## src/rtl/adcsi_pkg.sv

```systemverilog
// constants, carriers and state type of the converter serial interface
package adcsi_pkg;

   // system clock
   localparam int CLK_HZ         = 25_000_000;
   localparam int CLK_PER_MS     = CLK_HZ / 1000;
   localparam int CLK_PER_US     = CLK_HZ / 1_000_000;

   // convert state durations
   localparam int CONV_LOW_MS    = 133;
   localparam int CONV_HIGH_MS   = 160;
   localparam int CONV_LOW_CYC   = CLK_PER_MS * CONV_LOW_MS;
   localparam int CONV_HIGH_CYC  = CLK_PER_MS * CONV_HIGH_MS;
   localparam int CONV_EXT_PER   = 20510;

   // data output limits and serial clock division
   localparam int DOUT_MAX_US    = 1670;
   localparam int DOUT_MAX_CYC   = CLK_PER_US * DOUT_MAX_US;
   localparam int SCK_DIV        = 8;
   localparam int FRAME_BITS     = 32;
   localparam int DOUT_TICKS     = SCK_DIV * FRAME_BITS;
   localparam int CONV_TICK_CYC  = DOUT_MAX_CYC / DOUT_TICKS;

   // field and counter widths
   localparam int RESULT_BITS    = 23;
   localparam int CHAN_BITS      = 5;
   localparam int CNT_W          = 22;
   localparam int TICK_W         = 8;

   // reset values
   localparam logic [CHAN_BITS-1:0] CHAN_RST = 5'h00;
   localparam logic                 MODE_RST = 1'h1;

   // result delivered by the modulator side
   typedef struct packed {
      logic                   sign_bit;
      logic [RESULT_BITS-1:0] mag;
   } adcsi_result_t;

   // 32-bit output word, busy flag first
   typedef struct packed {
      logic                   busy;
      logic                   dummy_bit;
      logic                   sign_bit;
      logic [RESULT_BITS-1:0] mag;
      logic [CHAN_BITS-1:0]   chan;
      logic                   parity;
   } adcsi_frame_t;

   // serial pin drives
   typedef struct packed {
      logic sdo_out;
      logic sdo_oe_n;
      logic sck_out;
      logic sck_oe_n;
   } adcsi_pins_t;

   typedef enum logic [1:0] {
      ST_CONVERT,
      ST_SLEEP,
      ST_DATA
   } adcsi_state_t;

endpackage : adcsi_pkg

```

## src/rtl/adcsi_core.sv

```systemverilog
// conversion cycle sequencer and four-wire serial port of the converter
`timescale 1ns/1ps
module adcsi_core #(
   parameter int CONV_LOW  = adcsi_pkg::CONV_LOW_CYC,
   parameter int CONV_HIGH = adcsi_pkg::CONV_HIGH_CYC,
   parameter int CONV_EXT  = adcsi_pkg::CONV_EXT_PER
) (
   // clock and reset
   input  wire logic                                  clk,
   input  wire logic                                  rst,
   // serial link pins
   input  wire logic                                  cs_n,
   input  wire logic                                  sck_in,
   input  wire logic                                  sdi,
   output adcsi_pkg::adcsi_pins_t                     pins,
   // rate selection and external oscillator
   input  wire logic                                  rejection_select_pin,
   input  wire logic                                  ext_osc_sel,
   input  wire logic                                  ext_osc_tick,
   // modulator side
   input  adcsi_pkg::adcsi_result_t                   result_in,
   output logic [adcsi_pkg::CHAN_BITS-1:0]            chan_sel,
   output logic                                       conv_start,
   output logic                                       busy
);

   adcsi_pkg::adcsi_state_t state;
   adcsi_pkg::adcsi_state_t next_state;
   adcsi_pkg::adcsi_frame_t frame;
   adcsi_pkg::adcsi_pins_t  next_pins;

   logic                                cs_s1;
   logic                                cs_s2;
   logic                                cs_s3;
   logic                                sck_s1;
   logic                                sck_s2;
   logic                                sck_s3;
   logic [1:0]                          por_cnt;
   logic                                int_mode;
   logic [adcsi_pkg::TICK_W-1:0]        tick_cnt;
   logic [adcsi_pkg::CNT_W-1:0]         conv_cnt;
   logic [2:0]                          phase;
   logic                                sck_lvl;
   logic [5:0]                          bit_cnt;
   logic [2:0]                          in_cnt;
   logic [adcsi_pkg::CHAN_BITS-1:0]     chan_shift;
   logic [adcsi_pkg::CHAN_BITS-1:0]     chan_pend;
   logic                                pend_valid;
   logic [adcsi_pkg::FRAME_BITS-1:0]    shreg;
   logic [adcsi_pkg::FRAME_BITS-1:0]    next_shreg;

   // pin edge detection, always past the second synchroniser stage
   wire cs_low   = ~cs_s2;
   wire cs_fall  = cs_s3 & ~cs_s2;
   wire cs_rise  = ~cs_s3 & cs_s2;
   wire ext_rise = ~sck_s3 & sck_s2 & cs_low;
   wire ext_fall = sck_s3 & ~sck_s2 & cs_low;
   wire por_done = (por_cnt == 2'h3);

   // mode is picked from the clock pin level at power-up and select fall
   wire next_int_mode = (!por_done && por_cnt == 2'h2) ? sck_s2 :
                        cs_fall ? sck_s2 : int_mode;

   // conversion clock: external oscillator or internal divider
   wire int_tick  = (tick_cnt == adcsi_pkg::TICK_W'(adcsi_pkg::CONV_TICK_CYC - 1));
   wire conv_tick = ext_osc_sel ? ext_osc_tick : int_tick;

   // convert length select and end of conversion
   wire [adcsi_pkg::CNT_W-1:0] conv_limit =
      ext_osc_sel          ? adcsi_pkg::CNT_W'(CONV_EXT - 1) :
      rejection_select_pin ? adcsi_pkg::CNT_W'(CONV_HIGH - 1) :
                             adcsi_pkg::CNT_W'(CONV_LOW - 1);
   wire conv_step = ext_osc_sel ? ext_osc_tick : 1'b1;
   wire conv_done = (state == adcsi_pkg::ST_CONVERT) && conv_step && (conv_cnt == conv_limit);

   // internal serial clock: eight conversion ticks per period
   wire run_int  = int_mode && (state == adcsi_pkg::ST_DATA) && cs_low;
   wire int_rise = run_int && conv_tick && (phase == 3'h3);
   wire int_fall = run_int && conv_tick && (phase == 3'h7);

   // serial edges of the active mode
   wire rise_ev  = int_mode ? int_rise : ext_rise;
   wire fall_ev  = int_mode ? int_fall : (ext_fall && state == adcsi_pkg::ST_DATA);
   // mode of this select is used, so an external frame never starts without a rise
   wire start_dt = (state == adcsi_pkg::ST_SLEEP) && cs_low &&
                   (next_int_mode || ext_rise);
   wire in_data  = (state == adcsi_pkg::ST_DATA) && cs_low;
   wire capture  = (in_data || start_dt) && rise_ev && (in_cnt < 3'h5);
   wire last_fall = fall_ev && (bit_cnt == 6'(adcsi_pkg::FRAME_BITS - 1));
   wire abort    = (state == adcsi_pkg::ST_DATA) && cs_rise;
   wire conv_go  = (state == adcsi_pkg::ST_DATA) && (next_state == adcsi_pkg::ST_CONVERT);

   // output word from the finished conversion
   assign frame = '{busy:      1'b0,
                    dummy_bit: 1'b0,
                    sign_bit:  result_in.sign_bit,
                    mag:       result_in.mag,
                    chan:      chan_sel,
                    parity:    ^{result_in.sign_bit, result_in.mag, chan_sel}};

   // state sequencing
   always_comb
   begin
      next_state = state;
      case (state)
         adcsi_pkg::ST_CONVERT:
            if (conv_done)
               next_state = adcsi_pkg::ST_SLEEP;
         adcsi_pkg::ST_SLEEP:
            if (start_dt)
               next_state = adcsi_pkg::ST_DATA;
         adcsi_pkg::ST_DATA:
            if (abort || last_fall || cs_s2)
               next_state = adcsi_pkg::ST_CONVERT;
         default:
            next_state = adcsi_pkg::ST_CONVERT;
      endcase
   end

   // shift register: load at end of conversion, shift on falling edge
   always_comb
   begin
      next_shreg = shreg;
      if (conv_done)
         next_shreg = frame;
      else if (in_data && fall_ev)
         next_shreg = {shreg[adcsi_pkg::FRAME_BITS-2:0], 1'b0};
   end

   // pin drives for the next cycle
   always_comb
   begin
      next_pins.sdo_oe_n = cs_s2;
      case (next_state)
         adcsi_pkg::ST_CONVERT: next_pins.sdo_out = 1'b1;
         adcsi_pkg::ST_SLEEP:   next_pins.sdo_out = 1'b0;
         adcsi_pkg::ST_DATA:    next_pins.sdo_out = next_shreg[adcsi_pkg::FRAME_BITS-1];
         default:    next_pins.sdo_out = 1'b1;
      endcase
      next_pins.sck_oe_n = ~(next_int_mode && cs_low);
      next_pins.sck_out  = (next_state == adcsi_pkg::ST_DATA) && next_int_mode &&
                           (int_rise ? 1'b1 : int_fall ? 1'b0 : sck_lvl);
   end

   // input synchronisers, idle high like a pulled-up pin
   always_ff @(posedge clk)
   begin
      if (rst)
      begin
         cs_s1  <= 1'b1;
         cs_s2  <= 1'b1;
         cs_s3  <= 1'b1;
         sck_s1 <= 1'b1;
         sck_s2 <= 1'b1;
         sck_s3 <= 1'b1;
      end
      else
      begin
         cs_s1  <= cs_n;
         cs_s2  <= cs_s1;
         cs_s3  <= cs_s2;
         sck_s1 <= sck_in;
         sck_s2 <= sck_s1;
         sck_s3 <= sck_s2;
      end
   end

   // power-up mode capture and mode register
   always_ff @(posedge clk)
   begin
      if (rst)
      begin
         por_cnt  <= 2'h0;
         int_mode <= adcsi_pkg::MODE_RST;
      end
      else
      begin
         if (!por_done)
            por_cnt <= por_cnt + 2'h1;
         int_mode <= next_int_mode;
      end
   end

   // internal conversion clock divider
   always_ff @(posedge clk)
   begin
      if (rst || int_tick)
         tick_cnt <= '0;
      else
         tick_cnt <= tick_cnt + adcsi_pkg::TICK_W'(1);
   end

   // convert duration counter
   always_ff @(posedge clk)
   begin
      if (rst || state != adcsi_pkg::ST_CONVERT)
         conv_cnt <= '0;
      else if (conv_step)
         conv_cnt <= conv_cnt + adcsi_pkg::CNT_W'(1);
   end

   // main state and serial clock phase
   always_ff @(posedge clk)
   begin
      if (rst)
      begin
         state   <= adcsi_pkg::ST_CONVERT;
         phase   <= 3'h0;
         sck_lvl <= 1'b0;
      end
      else
      begin
         state   <= next_state;
         sck_lvl <= next_pins.sck_out;
         if (next_state != adcsi_pkg::ST_DATA)
            phase <= 3'h0;
         else if (run_int && conv_tick)
            phase <= phase + 3'h1;
      end
   end

   // output bit counter and shift register
   always_ff @(posedge clk)
   begin
      if (rst)
      begin
         bit_cnt <= 6'h00;
         shreg   <= '0;
      end
      else
      begin
         shreg <= next_shreg;
         if (next_state != adcsi_pkg::ST_DATA)
            bit_cnt <= 6'h00;
         else if (in_data && fall_ev)
            bit_cnt <= bit_cnt + 6'h01;
      end
   end

   // channel bits in on rising edges, committed at the last address bit
   always_ff @(posedge clk)
   begin
      if (rst)
      begin
         in_cnt     <= 3'h0;
         chan_shift <= adcsi_pkg::CHAN_RST;
         chan_pend  <= adcsi_pkg::CHAN_RST;
         pend_valid <= 1'b0;
      end
      else if (conv_go)
      begin
         in_cnt     <= 3'h0;
         pend_valid <= 1'b0;
      end
      else if (capture)
      begin
         in_cnt     <= in_cnt + 3'h1;
         chan_shift <= {chan_shift[adcsi_pkg::CHAN_BITS-2:0], sdi};
         if (in_cnt == 3'h4)
         begin
            chan_pend  <= {chan_shift[adcsi_pkg::CHAN_BITS-2:0], sdi};
            pend_valid <= 1'b1;
         end
      end
   end

   // conversion start, channel hand-over and status outputs
   always_ff @(posedge clk)
   begin
      if (rst)
      begin
         chan_sel   <= adcsi_pkg::CHAN_RST;
         conv_start <= 1'b0;
         busy       <= 1'b1;
         pins       <= '{sdo_out: 1'b1, sdo_oe_n: 1'b1, sck_out: 1'b0, sck_oe_n: 1'b1};
      end
      else
      begin
         conv_start <= conv_go;
         busy       <= (next_state == adcsi_pkg::ST_CONVERT);
         pins       <= next_pins;
         if (conv_go && pend_valid)
            chan_sel <= chan_pend;
      end
   end

endmodule : adcsi_core

```

## config.mk

```make
export PLATFORM = sky130hd
export DESIGN_NAME = adcsi_core
export DESIGN_NICKNAME = d
export VERILOG_FILES = /design/src/rtl/adcsi_pkg.sv /design/src/rtl/adcsi_core.sv
export SDC_FILE = /design/constraint.sdc
export NUM_CORES = 1
export LEC_CHECK = 0
export BUFFER_PORTS_ARGS = -buffer_cell sky130_fd_sc_hd__buf_2
export CORE_MARGIN = 1
export CORE_UTILIZATION = 59
export CTS_BUF_LIST = sky130_fd_sc_hd__clkbuf_4 sky130_fd_sc_hd__clkbuf_8 sky130_fd_sc_hd__clkbuf_16
export CTS_CLUSTER_DIAMETER = 100
export DETAILED_ROUTE_END_ITERATION = 8
export GPL_TIMING_DRIVEN = 0
export HOLD_SLACK_MARGIN = 0.03
export PLACE_DENSITY = 0.77
export SYNTH_ARGS = -nofsm -noshare
export SYNTH_HDL_FRONTEND = slang
export SYNTH_SLANG_ARGS = --single-unit
```

## constraint.sdc

```tcl
create_clock -name clk -period 3.07 [get_ports clk]
set_clock_uncertainty 0.05 [all_clocks]
set_input_delay 0.921 -clock clk [delete_from_list [all_inputs] [get_ports clk]]
set_output_delay 0.921 -clock clk [all_outputs]
set_load 0.1 [all_outputs]
```

# Word-level counts from Yosys, hierarchy flattened
# Cells that the tools add are included.
dict set report classes {
  addsub 6
  n_lt_le_gt_ge 1
  eq_ne 13
  muxes 17
  bitwise_logic 12
  n_reduce_logical 40
}
# cell count
set ops {}
lappend ops {{32-bit 2-to-1 mux} 2}
lappend ops {{29-bit parity} 1}
lappend ops {{22-bit by 1-bit adder with 22-bit output, second input constant} 1}
lappend ops {{22-bit == test} 1}
lappend ops {{1-bit logical AND} 22}
lappend ops {{22-bit 2-to-1 mux} 1}
lappend ops {{20-bit 2-to-1 mux} 1}
lappend ops {{8-bit by 1-bit adder with 8-bit output, second input constant} 1}
lappend ops {{2-bit == test, second input constant} 4}
lappend ops {{8-bit == test, second input constant} 1}
lappend ops {{1-bit 2-to-1 mux} 8}
lappend ops {{3-bit by 1-bit adder with 3-bit output, second input constant} 2}
lappend ops {{6-bit by 1-bit adder with 6-bit output, second input constant} 1}
lappend ops {{1-bit bitwise AND} 6}
lappend ops {{3-bit == test, second input constant} 2}
lappend ops {{6-bit by 5-bit == test with 1-bit output, second input constant} 1}
lappend ops {{1-bit logical OR} 6}
lappend ops {{2-bit 2-to-1 mux} 3}
lappend ops {{1-bit NOT} 6}
lappend ops {{2-bit case mux with 3 select lines} 1}
lappend ops {{2-bit OR reduction} 3}
lappend ops {{2-bit by 1-bit == test with 1-bit output, second input constant} 2}
lappend ops {{2-bit zero test} 2}
lappend ops {{2-bit AND reduction} 2}
lappend ops {{8 further kinds} 9}
dict set report totals {
  regBits 105
  inputBits 32
  output_inout_bits 11
  wordCells 115
}

# Logic depth before layout (Yosys ltp)
# Gate-level depths: netlist of the first run.
dict set report logic_depth {
  word_depth 15
  ltp_mapped 9
}

# Worst setup path after synthesis of the first run
# Ideal clock, no wire load.
dict set report synth_timing {
  kind {input-to-reg}
  from {in ext_osc_tick}
  to {reg shreg[5] in the netlist's numbering}
  arrival_time_ps 2376
  setup_slack_ps 553
  path_stages 9
  path_cell_list {nand2b_1 > buf_2 > and4b_1 > and3_1 > clkbuf_1 > nor2_2 > buf_2 > nand2_1 > a311oi_1}
}
dict set report synth_via {
  elab_chain_cells 6
  elab_cells_between_ends 10
}
# element line
set synth_lines {}
lappend synth_lines {{start, declared} adcsi_core.sv:19} ;# input wire logic ext_osc_tick,
lappend synth_lines {{1-bit 2-to-1 mux} adcsi_core.sv:66} ;# wire conv_tick = ext_osc_sel ? ext_osc_tick : int_tick;
lappend synth_lines {{1-bit logical AND (2 in a row)} adcsi_core.sv:79} ;# wire int_fall = run_int && conv_tick && (phase == 3'h7);
lappend synth_lines {{1-bit 2-to-1 mux} adcsi_core.sv:83} ;# wire fall_ev = int_mode ? int_fall : (ext_fall && state == adcsi_pkg::ST_DATA);
lappend synth_lines {{1-bit logical AND} adcsi_core.sv:126} ;# else if (in_data && fall_ev)
lappend synth_lines {{2-bit nonzero test (no line)} --}
lappend synth_lines {{end signal, assigned} adcsi_core.sv:232} ;# shreg <= next_shreg;
lappend synth_lines {{end, declared} adcsi_core.sv:49} ;# logic [adcsi_pkg::FRAME_BITS-1:0] shreg;
# Several ways; a longest one is shown, not always the timed one.
# A chain may end at the register's enable or synchronous reset.

# Worst setup path in the final report of the first run
dict set report layout_timing {
  from {in ext_osc_sel}
  to {reg shreg[1] in the netlist's numbering}
}
dict set report layout_via {
  elab_chain_cells 6
  elab_cells_between_ends 12
}
# element line
set layout_lines {}
lappend layout_lines {{start, declared} adcsi_core.sv:18} ;# input wire logic ext_osc_sel,
lappend layout_lines {{parallel branches: the longest is 6 deep, another holds 32-bit 2-to-1 mux} --}
# Parallel ways; which one is timed is not known.

==> impl_metrics.csv, run 1 <==
group,metric,value,unit
die,die_w,92.8,um
placement,numPortBuffers,41,
logic_synthesis,netlist_top_cells_area,"dfxtp_1, nand2_1, nor2_1",
global_routing,grt_pass1_vias,3846,
clock_tree,cts_sinks,105,
clock_tree,clock_latency,0.36,ns
logic_synthesis,synth.top_cell.area_share,0.432,
critical_path,r2r_setup_slack,0.55,ns
logic_synthesis,syn_avg_cell_area,8.60,um2
logic_synthesis,ys_ff_latch,105,
placement,dpl_cell_area,5200,um2
timing,rsz0062_at_grt,"no",
logic_synthesis,synth_edf_count,0,
power_and_ir_drop,powerDensity,452,nW/um2
logic_synthesis,syn_inst,566,
run_status,status,"finished clean",
clock_tree,cts_resized,0,
placement,dp_cells,709,
timing,slew_violations,0,
critical_path,cp-end-kind,"register",
logic_synthesis,yosysSeqAreaShare,0.432,
timing,fmax,379,MHz
clock_tree,root_buffer,"clkbuf_8",
critical_path,r2r-end,"shreg[8]",
logic_synthesis,ys_types,49,
die,start_util,0.620,
power_and_ir_drop,ir_drop,0.305,mV
clock_tree,holdBufCountCts,0,
global_routing,grt.overflow.total,0,
flow_run,max_cap_violations,0,
critical_path,cp.required,3.29,ns
cells_and_area,diodes,0,
logic_synthesis,synth_top_area_cell,"dfxtp_1",
clock_tree,cts_inserted_buffers,9,
cells_and_area,area_delta_synth_final,10.6,%
timing,finalSetupTns,0,ns
logic_synthesis,yosysWarningCount,0,
clock_tree,postCtsSetupBuffers,0,
cells_and_area,finish.instance_area,5390,um2
logic_synthesis,synth_commonest_cells,"dfxtp_1, nand2_1, nor2_1",
critical_path,reg2regPathDepth,7,
logic_synthesis,syn_area,4870,um2
timing,setup_viol_count_final,0,
cells_and_area,nNetsFinal,661,
die,ioPinCount,43,
route,first_pass_iters,5,
die,rows,32,
clock_tree,cts_max_level,3,
hold_path,hold_depth,1,
route,drt_iter0_markers,174,
global_routing,antenna_found_initial,0,
global_routing,track_usage,0.243,
route,drcViolationCount,0,
power_and_ir_drop,leakagePower,2.06,nW
critical_path,r2r_start,"state[1]",
timing,period_share,0.860,
die,die_h,92.8,um
route,avgRoutedWirePerCell,14.0,um
global_routing,grt_max_degree,20,
timing,worstMarginPinSlew,0.798,ns
route,vias,4129,
timing,maxSlewHeadroom,0.464,
cells_and_area,post_route_cells_drive_above_1_share,0.135,
placement,place_congestion,0.787,
placement,hpwl,7380,um
route,detail_route.vias_per_cell,5.70,
route,ant_nets,0,
logic_synthesis,synth_most_common_cell,"dfxtp_1",
clock_tree,clkTransAtPathRegs,0.10,ns
critical_path,cp-start-kind,"input pin",
die,core,7850,um2
critical_path,crit_path_max_fanout,10,
die,die-area,8620,um2
hold_path,holdCritStartpoint,"sck_s1",
clock_tree,clockBufferDepth,2,
logic_synthesis,synthFlopType,"dfxtp_1",
global_routing,grt_first_pass_wirelength,16900,um
hold_path,hold_class,"register to register",
critical_path,worst_ep_arrival_time,2.86,ns
cells_and_area,stdcell_count,725,
route,totalWireLength,10200,um
timing,hold_viol,0,
hold_path,min_to,"sck_s2",
logic_synthesis,syn-num-nets,609,
timing,fin_crit,2.64,ns
logic_synthesis,synthArstFlopShare,0,
clock_tree,cts_tree,"done",
critical_path,worstSetupPathType,"input pin to register",
[flip-flops by register name, indices dropped and copies added (netlist names), 2 cells and up]
| name | cells |
|---|---|
| shreg | 32 |
| conv_cnt | 22 |
| tick_cnt | 8 |
| bit_cnt | 6 |
| chan_pend | 5 |
| chan_sel | 5 |
| chan_shift | 4 |
| pins | 4 |
| in_cnt | 3 |
| phase | 3 |
| por_cnt | 2 |
| state | 2 |
[final cells by class]
class	instances	area (um2)
Tap cell	102	128
Sequential cell	105	2100
Inverter	14	52.6
Clock inverter	7	60.1
Timing Repair Buffer	41	205
Clock buffer	9	124
Buffer	30	133
Fill cell	697	2460
Multi-Input combinational cell	417	2580
[metrics by stage]
| stage | power, W | hold WS (ns) | setup WS, ns | utilization |
|---|---|---|---|---|
| after detailed placement | 0.00165 | 0.353 | 0.0623 | 0.663 |
| after CTS | 0.00246 | 0.391 | 0.445 | 0.686 |
| after floorplan | 0.00158 | 0.339 | 0.553 | - |
| after global routing | 0.00254 | 0.404 | 0.251 | 0.686 |
| final | 0.00244 | 0.378 | 0.431 | 0.686 |
| after global placement | 0.00164 | 0.340 | 0.103 | 0.663 |
[worst max-delay path: stages]
cell      delay, ns
buf_2          0.16
nor2_1         0.10
or4_1          0.42
a221oi_2       0.31
nand4_2        0.31
clkbuf_1       0.33
a311oi_1       0.29
[cell families (layout without fill, tap and decap cells)]
logic type      after synthesis  in the layout  share of synthesized area
simple gates                254            254                      0.241
flops                       105            105                      0.432
compound gates               77             77                      0.123
xor+xnor                     62             62                      0.112
buf+inv                      44            101                     0.0380
mux                          13             13                     0.0267
fa+ha+maj                    11             11                     0.0283
[worst max-delay path by stage]
stage,start,endpoint,depth (start not counted)
finish,ext_osc_sel,shreg[1],7
global route,ext_osc_sel,shreg[1],9
CTS,ext_osc_sel,shreg[1],7
detailed placement,ext_osc_sel,shreg[15],8
global placement,ext_osc_sel,shreg[2],7
floorplan,ext_osc_tick,shreg[5],9
[placed cells by master, fill, tap and decap left out, drive strengths merged, types with 3 or more instances in the layout]
master and count:
a311oi 29, nor2 82, xor2 29, o211ai 5, xnor2 33, dfxtp 105
o21ai 9, nand2b 3, or2 7, nor3 10, and3 11, inv 18
nand2 85, clkbuf 27, mux2i 13, and2 4, or3 3, nor4 3
nand3 18, nor2b 6, o2111ai 4, nand4 14, ha 11, clkinv 3
buf 53, a21oi 14
[report_power, final]
group          leakage [nW]  internal, W  switching (W)
Sequential            0.849      0.00138      0.0000199
Combinational          1.12    0.0000984       0.000123
Clock                0.0965     0.000311       0.000502
[layer usage]
| layer | vias to the layer above | GRT usage | wire, um |
|---|---|---|---|
| met1 | 1959 | 0.308 | 4660 |
| li1 | 2070 | - | - |
| met4 | 0 | 0.0667 | 114 |
| met2 | 88 | 0.419 | 4940 |
| met3 | 12 | 0.0476 | 443 |
| met5 | - | 0 | 0 |
No activity file was read; power rests on OpenSTA's default activity.
==> inputs of run 2 (changes only) <==
--- a/config.mk
+++ b/config.mk
@@ -5,12 +5,12 @@
 export SDC_FILE = /design/constraint.sdc
 export NUM_CORES = 1
 export LEC_CHECK = 0
-export BUFFER_PORTS_ARGS = -buffer_cell sky130_fd_sc_hd__buf_2
 export CORE_MARGIN = 1
-export CORE_UTILIZATION = 59
+export CORE_UTILIZATION = 63
 export CTS_BUF_LIST = sky130_fd_sc_hd__clkbuf_4 sky130_fd_sc_hd__clkbuf_8 sky130_fd_sc_hd__clkbuf_16
 export CTS_CLUSTER_DIAMETER = 100
 export DETAILED_ROUTE_END_ITERATION = 8
+export DONT_BUFFER_PORTS = 1
 export GPL_TIMING_DRIVEN = 0
 export HOLD_SLACK_MARGIN = 0.03
 export PLACE_DENSITY = 0.77
==> impl_metrics.csv, run 2 (synthesis results as in run 1) <==
group,metric,value,unit
critical_path,cp-start-kind,"register",
critical_path,cp-end-kind,"register",
timing,fin_crit,2.53,ns
power_and_ir_drop,ir_drop,0.291,mV
clock_tree,clock_latency,0.36,ns
die,rows,31,
clock_tree,cts_tree,"done",
global_routing,track_usage,0.254,
global_routing,grt_first_pass_wirelength,17000,um
timing,finalSetupTns,0,ns
die,die_w,89.9,um
timing,period_share,0.825,
clock_tree,cts_resized,0,
clock_tree,cts_sinks,105,
critical_path,worstSetupPathType,"register to register",
critical_path,cp.required,3.29,ns
timing,maxSlewHeadroom,0.280,
route,detail_route.vias_per_cell,5.75,
route,avgRoutedWirePerCell,14.3,um
clock_tree,holdBufCountCts,0,
global_routing,antenna_found_initial,0,
die,start_util,0.661,
die,die_h,89.9,um
timing,fin_ws,0.536,ns
placement,numPortBuffers,0,
cells_and_area,top_register,"shreg",
route,vias,3919,
critical_path,crit_path_max_fanout,10,
global_routing,grt.overflow.total,0,
cells_and_area,finish.instance_area,5200,um2
die,core,7370,um2
cells_and_area,layout_common_cells,"dfxtp_1, nand2_1, nor2_1",
route,drcViolationCount,0,
timing,fmax,395,MHz
clock_tree,cts_max_level,3,
cells_and_area,nNetsFinal,620,
critical_path,worst_ep_arrival_time,2.76,ns
power_and_ir_drop,powerDensity,475,nW/um2
clock_tree,clockBufferDepth,2,
timing,setup_viol_count_final,0,
flow_run,max_cap_violations,0,
cells_and_area,layout_commonest_cell,"dfxtp_1",
clock_tree,clkTransAtPathRegs,0.10,ns
route,ant_nets,0,
timing,hold_viol,0,
cells_and_area,area_delta_synth_final,6.86,%
placement,dpl_cell_area,4990,um2
die,ioPinCount,43,
power_and_ir_drop,leakagePower,1.90,nW
route,first_pass_iters,4,
die,die-area,8080,um2
timing,worstMarginPinSlew,1.08,ns
clock_tree,cts_inserted_buffers,9,
hold_path,hold_class,"register to register",
global_routing,grt_max_degree,19,
route,drt_iter0_markers,225,
clock_tree,postCtsSetupBuffers,0,
cells_and_area,largest_registers,"shreg x32, conv_cnt x22, tick_cnt x8",
placement,pre_cts_slack,0.235,ns
cells_and_area,diodes,0,
route,totalWireLength,9760,um
cells_and_area,largest_reg_flops,32,
clock_tree,root_buffer,"clkbuf_8",
global_routing,grt_pass1_vias,3720,
run_status,status,"finished clean",
placement,hpwl,7160,um
timing,rsz0062_at_grt,"no",
placement,place_congestion,0.830,
cells_and_area,post_route_cells_drive_above_1_share,0.0739,
timing,slew_violations,0,
==> run 2: cell count changes in the layout (fill, tap and decap cells not counted) <==
cell,delta
buf_2,-41
clkinvlp_4,+1
clkbuf_8,+1
inv_6,-1
bufinv_16,+1
clkinv_2,-1
inv_8,-1
==> run 2: worst max-delay path, cell delays in order, from the launching register on <==
cell,delay (ns)
dfxtp_1,0.47
nor2b_1,0.42
and4b_1,0.31
nand3_1,0.17
nand2_1,0.23
clkbuf_1,0.39
nand2_1,0.11
a311oi_1,0.28
==> run 2: per-layer routing <==
metal,global-route usage,part of all wire,vias up
met5,0,0,-
met3,0.0618,0.041,8
met4,0.0578,0.0076,0
met1,0.323,0.47,1857
met2,0.436,0.48,77
li1,-,-,1977
==> run 2: power by group <==
| group | internal, W | leakage, nW | switching, W |
|---|---|---|---|
| clock network | 0.000408 | 0.103 | 0.000475 |
| logic | 0.0000848 | 0.951 | 0.000100 |
| registers | 0.00138 | 0.849 | 0.0000237 |
==> run 2: metrics by stage <==
| stage | cells | hold slack [ns] | power (W) | util |
|---|---|---|---|---|
| 6_report | 681 | 0.377 | 0.00247 | 0.706 |
| 5_1_grt | 681 | 0.397 | 0.00258 | 0.706 |
| 4_1_cts | 681 | 0.388 | 0.00249 | 0.706 |
| 3_5_place_dp | 665 | 0.362 | 0.00162 | 0.677 |
| 3_3_place_gp | 665 | 0.344 | 0.00161 | 0.677 |
| 2_1_floorplan | 566 | 0.339 | 0.00158 | - |
==> run 2: final timing paths <==
kind	depth (start not counted)	to	slack [ns]	startpoint
hold reg to reg	1	cs_s2	0.38	cs_s1
setup reg to reg	7	shreg[24]	0.54	state[1]
setup / recovery	7	shreg[24]	0.54	state[1]
hold / removal	1	cs_s2	0.38	cs_s1
==> run 2: layout make-up <==
cell class              count  area (um2)
flip-flops and latches    105        2100
clock inverters             6        72.6
well taps                  99         124
clock buffers              10         138
fillers                   602        2170
inverters                  14        52.6
multi-input cells         417        2580
plain buffers              30         133
==> inputs of run 3 (changes only) <==
--- a/config.mk
+++ b/config.mk
@@ -5,15 +5,16 @@
 export SDC_FILE = /design/constraint.sdc
 export NUM_CORES = 1
 export LEC_CHECK = 0
+export ABC_AREA = 1
 export CORE_MARGIN = 1
-export CORE_UTILIZATION = 63
+export CORE_UTILIZATION = 58
 export CTS_BUF_LIST = sky130_fd_sc_hd__clkbuf_4 sky130_fd_sc_hd__clkbuf_8 sky130_fd_sc_hd__clkbuf_16
 export CTS_CLUSTER_DIAMETER = 100
 export DETAILED_ROUTE_END_ITERATION = 8
 export DONT_BUFFER_PORTS = 1
 export GPL_TIMING_DRIVEN = 0
 export HOLD_SLACK_MARGIN = 0.03
-export PLACE_DENSITY = 0.77
+export PLACE_DENSITY = 0.74
 export SYNTH_ARGS = -nofsm -noshare
 export SYNTH_HDL_FRONTEND = slang
 export SYNTH_SLANG_ARGS = --single-unit
==> constraint.sdc (replaced) <==
create_clock -name clk -period 2.2 [get_ports clk]
set_clock_uncertainty 0.05 [all_clocks]
set_input_delay 0.66 -clock clk [delete_from_list [all_inputs] [get_ports clk]]
set_output_delay 0.66 -clock clk [all_outputs]
set_load 0.1 [all_outputs]
==> impl_metrics.csv, run 3 <==
group,metric,value,unit
run_status,status,"finished clean",
global_routing,grt_first_pass_wirelength,19800,um
global_routing,antenna_found_initial,0,
clock_tree,clkTransAtPathRegs,0.11,ns
route,first_pass_iters,5,
power_and_ir_drop,powerDensity,564,nW/um2
timing,fmax,484,MHz
global_routing,track_usage,0.245,
logic_synthesis,syn_area,5600,um2
clock_tree,clockBufferDepth,2,
die,start_util,0.604,
timing,slew_violations,0,
route,detail_route.vias_per_cell,5.14,
timing,setup_viol_count_final,0,
logic_synthesis,syn_avg_cell_area,6.68,um2
clock_tree,cts_inserted_buffers,9,
global_routing,grt_max_degree,21,
global_routing,grt_pass1_vias,4547,
power_and_ir_drop,leakagePower,2.50,nW
logic_synthesis,synthArstFlopShare,0,
logic_synthesis,syn-num-nets,882,
die,rows,35,
logic_synthesis,ys_types,36,
route,vias,5066,
critical_path,cp.required,2.41,ns
clock_tree,clock_latency,0.38,ns
logic_synthesis,synth.top_cell.area_share,0.375,
cells_and_area,top_register,"shreg",
logic_synthesis,ys_ff_latch,105,
route,drt_iter0_markers,281,
hold_path,hold_class,"input pin to register",
cells_and_area,nNetsFinal,894,
logic_synthesis,synth_commonest_cells,"nand2_1, dfxtp_1, nor2_1",
logic_synthesis,synth_top_area_cell,"dfxtp_1",
critical_path,cp-start-kind,"register",
placement,hpwl,8950,um
power_and_ir_drop,ir_drop,0.601,mV
clock_tree,cts_sinks,105,
logic_synthesis,netlist_top_cells_area,"dfxtp_1, nand2_1, nor2_1",
route,drcViolationCount,0,
flow_run,max_cap_violations,0,
cells_and_area,layout_commonest_cell,"nand2_1",
cells_and_area,layout_common_cells,"nand2_1, nor2_1, dfxtp_1",
cells_and_area,largest_reg_flops,32,
cells_and_area,finish.instance_area,5980,um2
critical_path,cp-end-kind,"register",
logic_synthesis,synth_edf_count,0,
clock_tree,cts_tree,"done",
timing,hold_viol,0,
timing,fin_crit,2.06,ns
die,die_w,100,um
logic_synthesis,synth_most_common_cell,"nand2_1",
placement,place_congestion,0.929,
timing,period_share,0.938,
timing,finalSetupTns,0,ns
clock_tree,cts_max_level,3,
critical_path,crit_path_max_fanout,5,
critical_path,worstSetupPathType,"register to register",
timing,rsz0062_at_grt,"no",
timing,worstMarginPinSlew,0.939,ns
route,avgRoutedWirePerCell,12.0,um
power_and_ir_drop,p_total,0.00338,W
die,ioPinCount,43,
die,core,9280,um2
cells_and_area,area_delta_synth_final,6.76,%
logic_synthesis,syn_inst,839,
clock_tree,root_buffer,"clkbuf_8",
critical_path,worst_ep_arrival_time,2.27,ns
cells_and_area,post_route_cells_drive_above_1_share,0.0841,
logic_synthesis,synthFlopType,"dfxtp_1",
logic_synthesis,yosysSeqAreaShare,0.375,
route,ant_nets,0,
route,totalWireLength,11900,um
timing,maxSlewHeadroom,0.373,
die,die_h,100,um
die,die-area,10100,um2
global_routing,grt.overflow.total,0,
cells_and_area,largest_registers,"shreg x32, conv_cnt x22, tick_cnt x8",
placement,numPortBuffers,0,
logic_synthesis,yosysWarningCount,0,
placement,dpl_cell_area,5770,um2
cells_and_area,diodes,0,
[run 3: cell count changes in the layout (fill, tap and decap cells not counted), moves of 11 or more]
cell	delta
mux2i_1	-13
o21ai_0	+11
xnor2_1	-19
nand3_1	+21
and3_1	-11
a311oi_1	-29
inv_1	+75
a21oi_1	+54
nor2_1	+21
xor2_1	-11
nand2_1	+174
[run 3: repair_timing]
| action | 4_1_cts | 5_1_grt |
|---|---|---|
| pin swaps | 0 | 0 |
| hold buffers | 0 | 0 |
| gates resized for setup | 3 | 4 |
| setup endpoints to repair | 1 | 9 |
| setup buffers | 0 | 1 |
| cloned | 0 | 0 |
[run 3: logic make-up (layout without fill, tap and decap cells)]
logic type | after synthesis | count (layout) | share of synthesized area
AO/OA/AOI/OAI | 107 | 107 | 0.102
XOR/XNOR | 32 | 32 | 0.0500
adder cells (fa/ha/maj) | 11 | 11 | 0.0246
buffers and inverters | 119 | 136 | 0.0918
flip-flops | 105 | 105 | 0.375
AND/OR/NAND/NOR | 465 | 465 | 0.357
[run 3: final cells by class]
class                           count  area, um2
Multi-Input combinational cell    615       2990
Clock inverter                      7       71.3
Tap cell                          129        161
Timing Repair Buffer                1       7.51
Fill cell                         886       3300
Sequential cell                   105       2110
Inverter                           95        363
Clock buffer                        9        124
Buffer                             24        155
[run 3: worst paths after layout]
path / startpoint / endpoint / slack (ns) / depth (start not counted)
worst min register to register: sck_s1 / sck_s2 / 0.37 / 1
worst max-delay path: conv_cnt[0] / conv_cnt[18] / 0.14 / 10
worst min-delay path: cs_n / cs_s1 / 0.34 / 1
worst max register to register: conv_cnt[0] / conv_cnt[18] / 0.14 / 10
[run 3: power breakdown]
part | switching, W | internal [W] | total (W)
logic | 0.000179 | 0.0000988 | 0.000277
clock network | 0.000714 | 0.000445 | 0.00116
registers | 0.0000204 | 0.00192 | 0.00194
[run 3: through the flow]
| stage | util | worst slack (ns) | std cells | hold WS [ns] |
|---|---|---|---|---|
| after CTS | 0.642 | 0.0638 | 984 | 0.313 |
| after global placement | 0.621 | -0.0988 | 968 | 0.341 |
| final | 0.644 | 0.136 | 985 | 0.336 |
| after global routing | 0.644 | 0.00122 | 985 | 0.310 |
| after floorplan | - | 0.174 | 839 | 0.339 |
| after detailed placement | 0.621 | -0.123 | 968 | 0.346 |
[run 3: per-layer routing]
metal  vias to the layer above  share of wire  GRT usage
met5                         -              0          0
met4                         0          0.013     0.0691
met3                        14          0.047     0.0508
met2                       114           0.47      0.418
met1                      2273           0.47      0.312
li1                       2665              -          -
[run 3: worst max-delay path, cell delays in order, from the launching register on]
cell and delay, ns:
dfxtp_1 0.43, ha_1 0.21, nand2_1 0.08, nor2_2 0.21, nand2_1 0.14, nor2_1 0.21
nand3_2 0.14, nor2_1 0.15, nand4_1 0.11, xor2_1 0.15, nor2_1 0.05
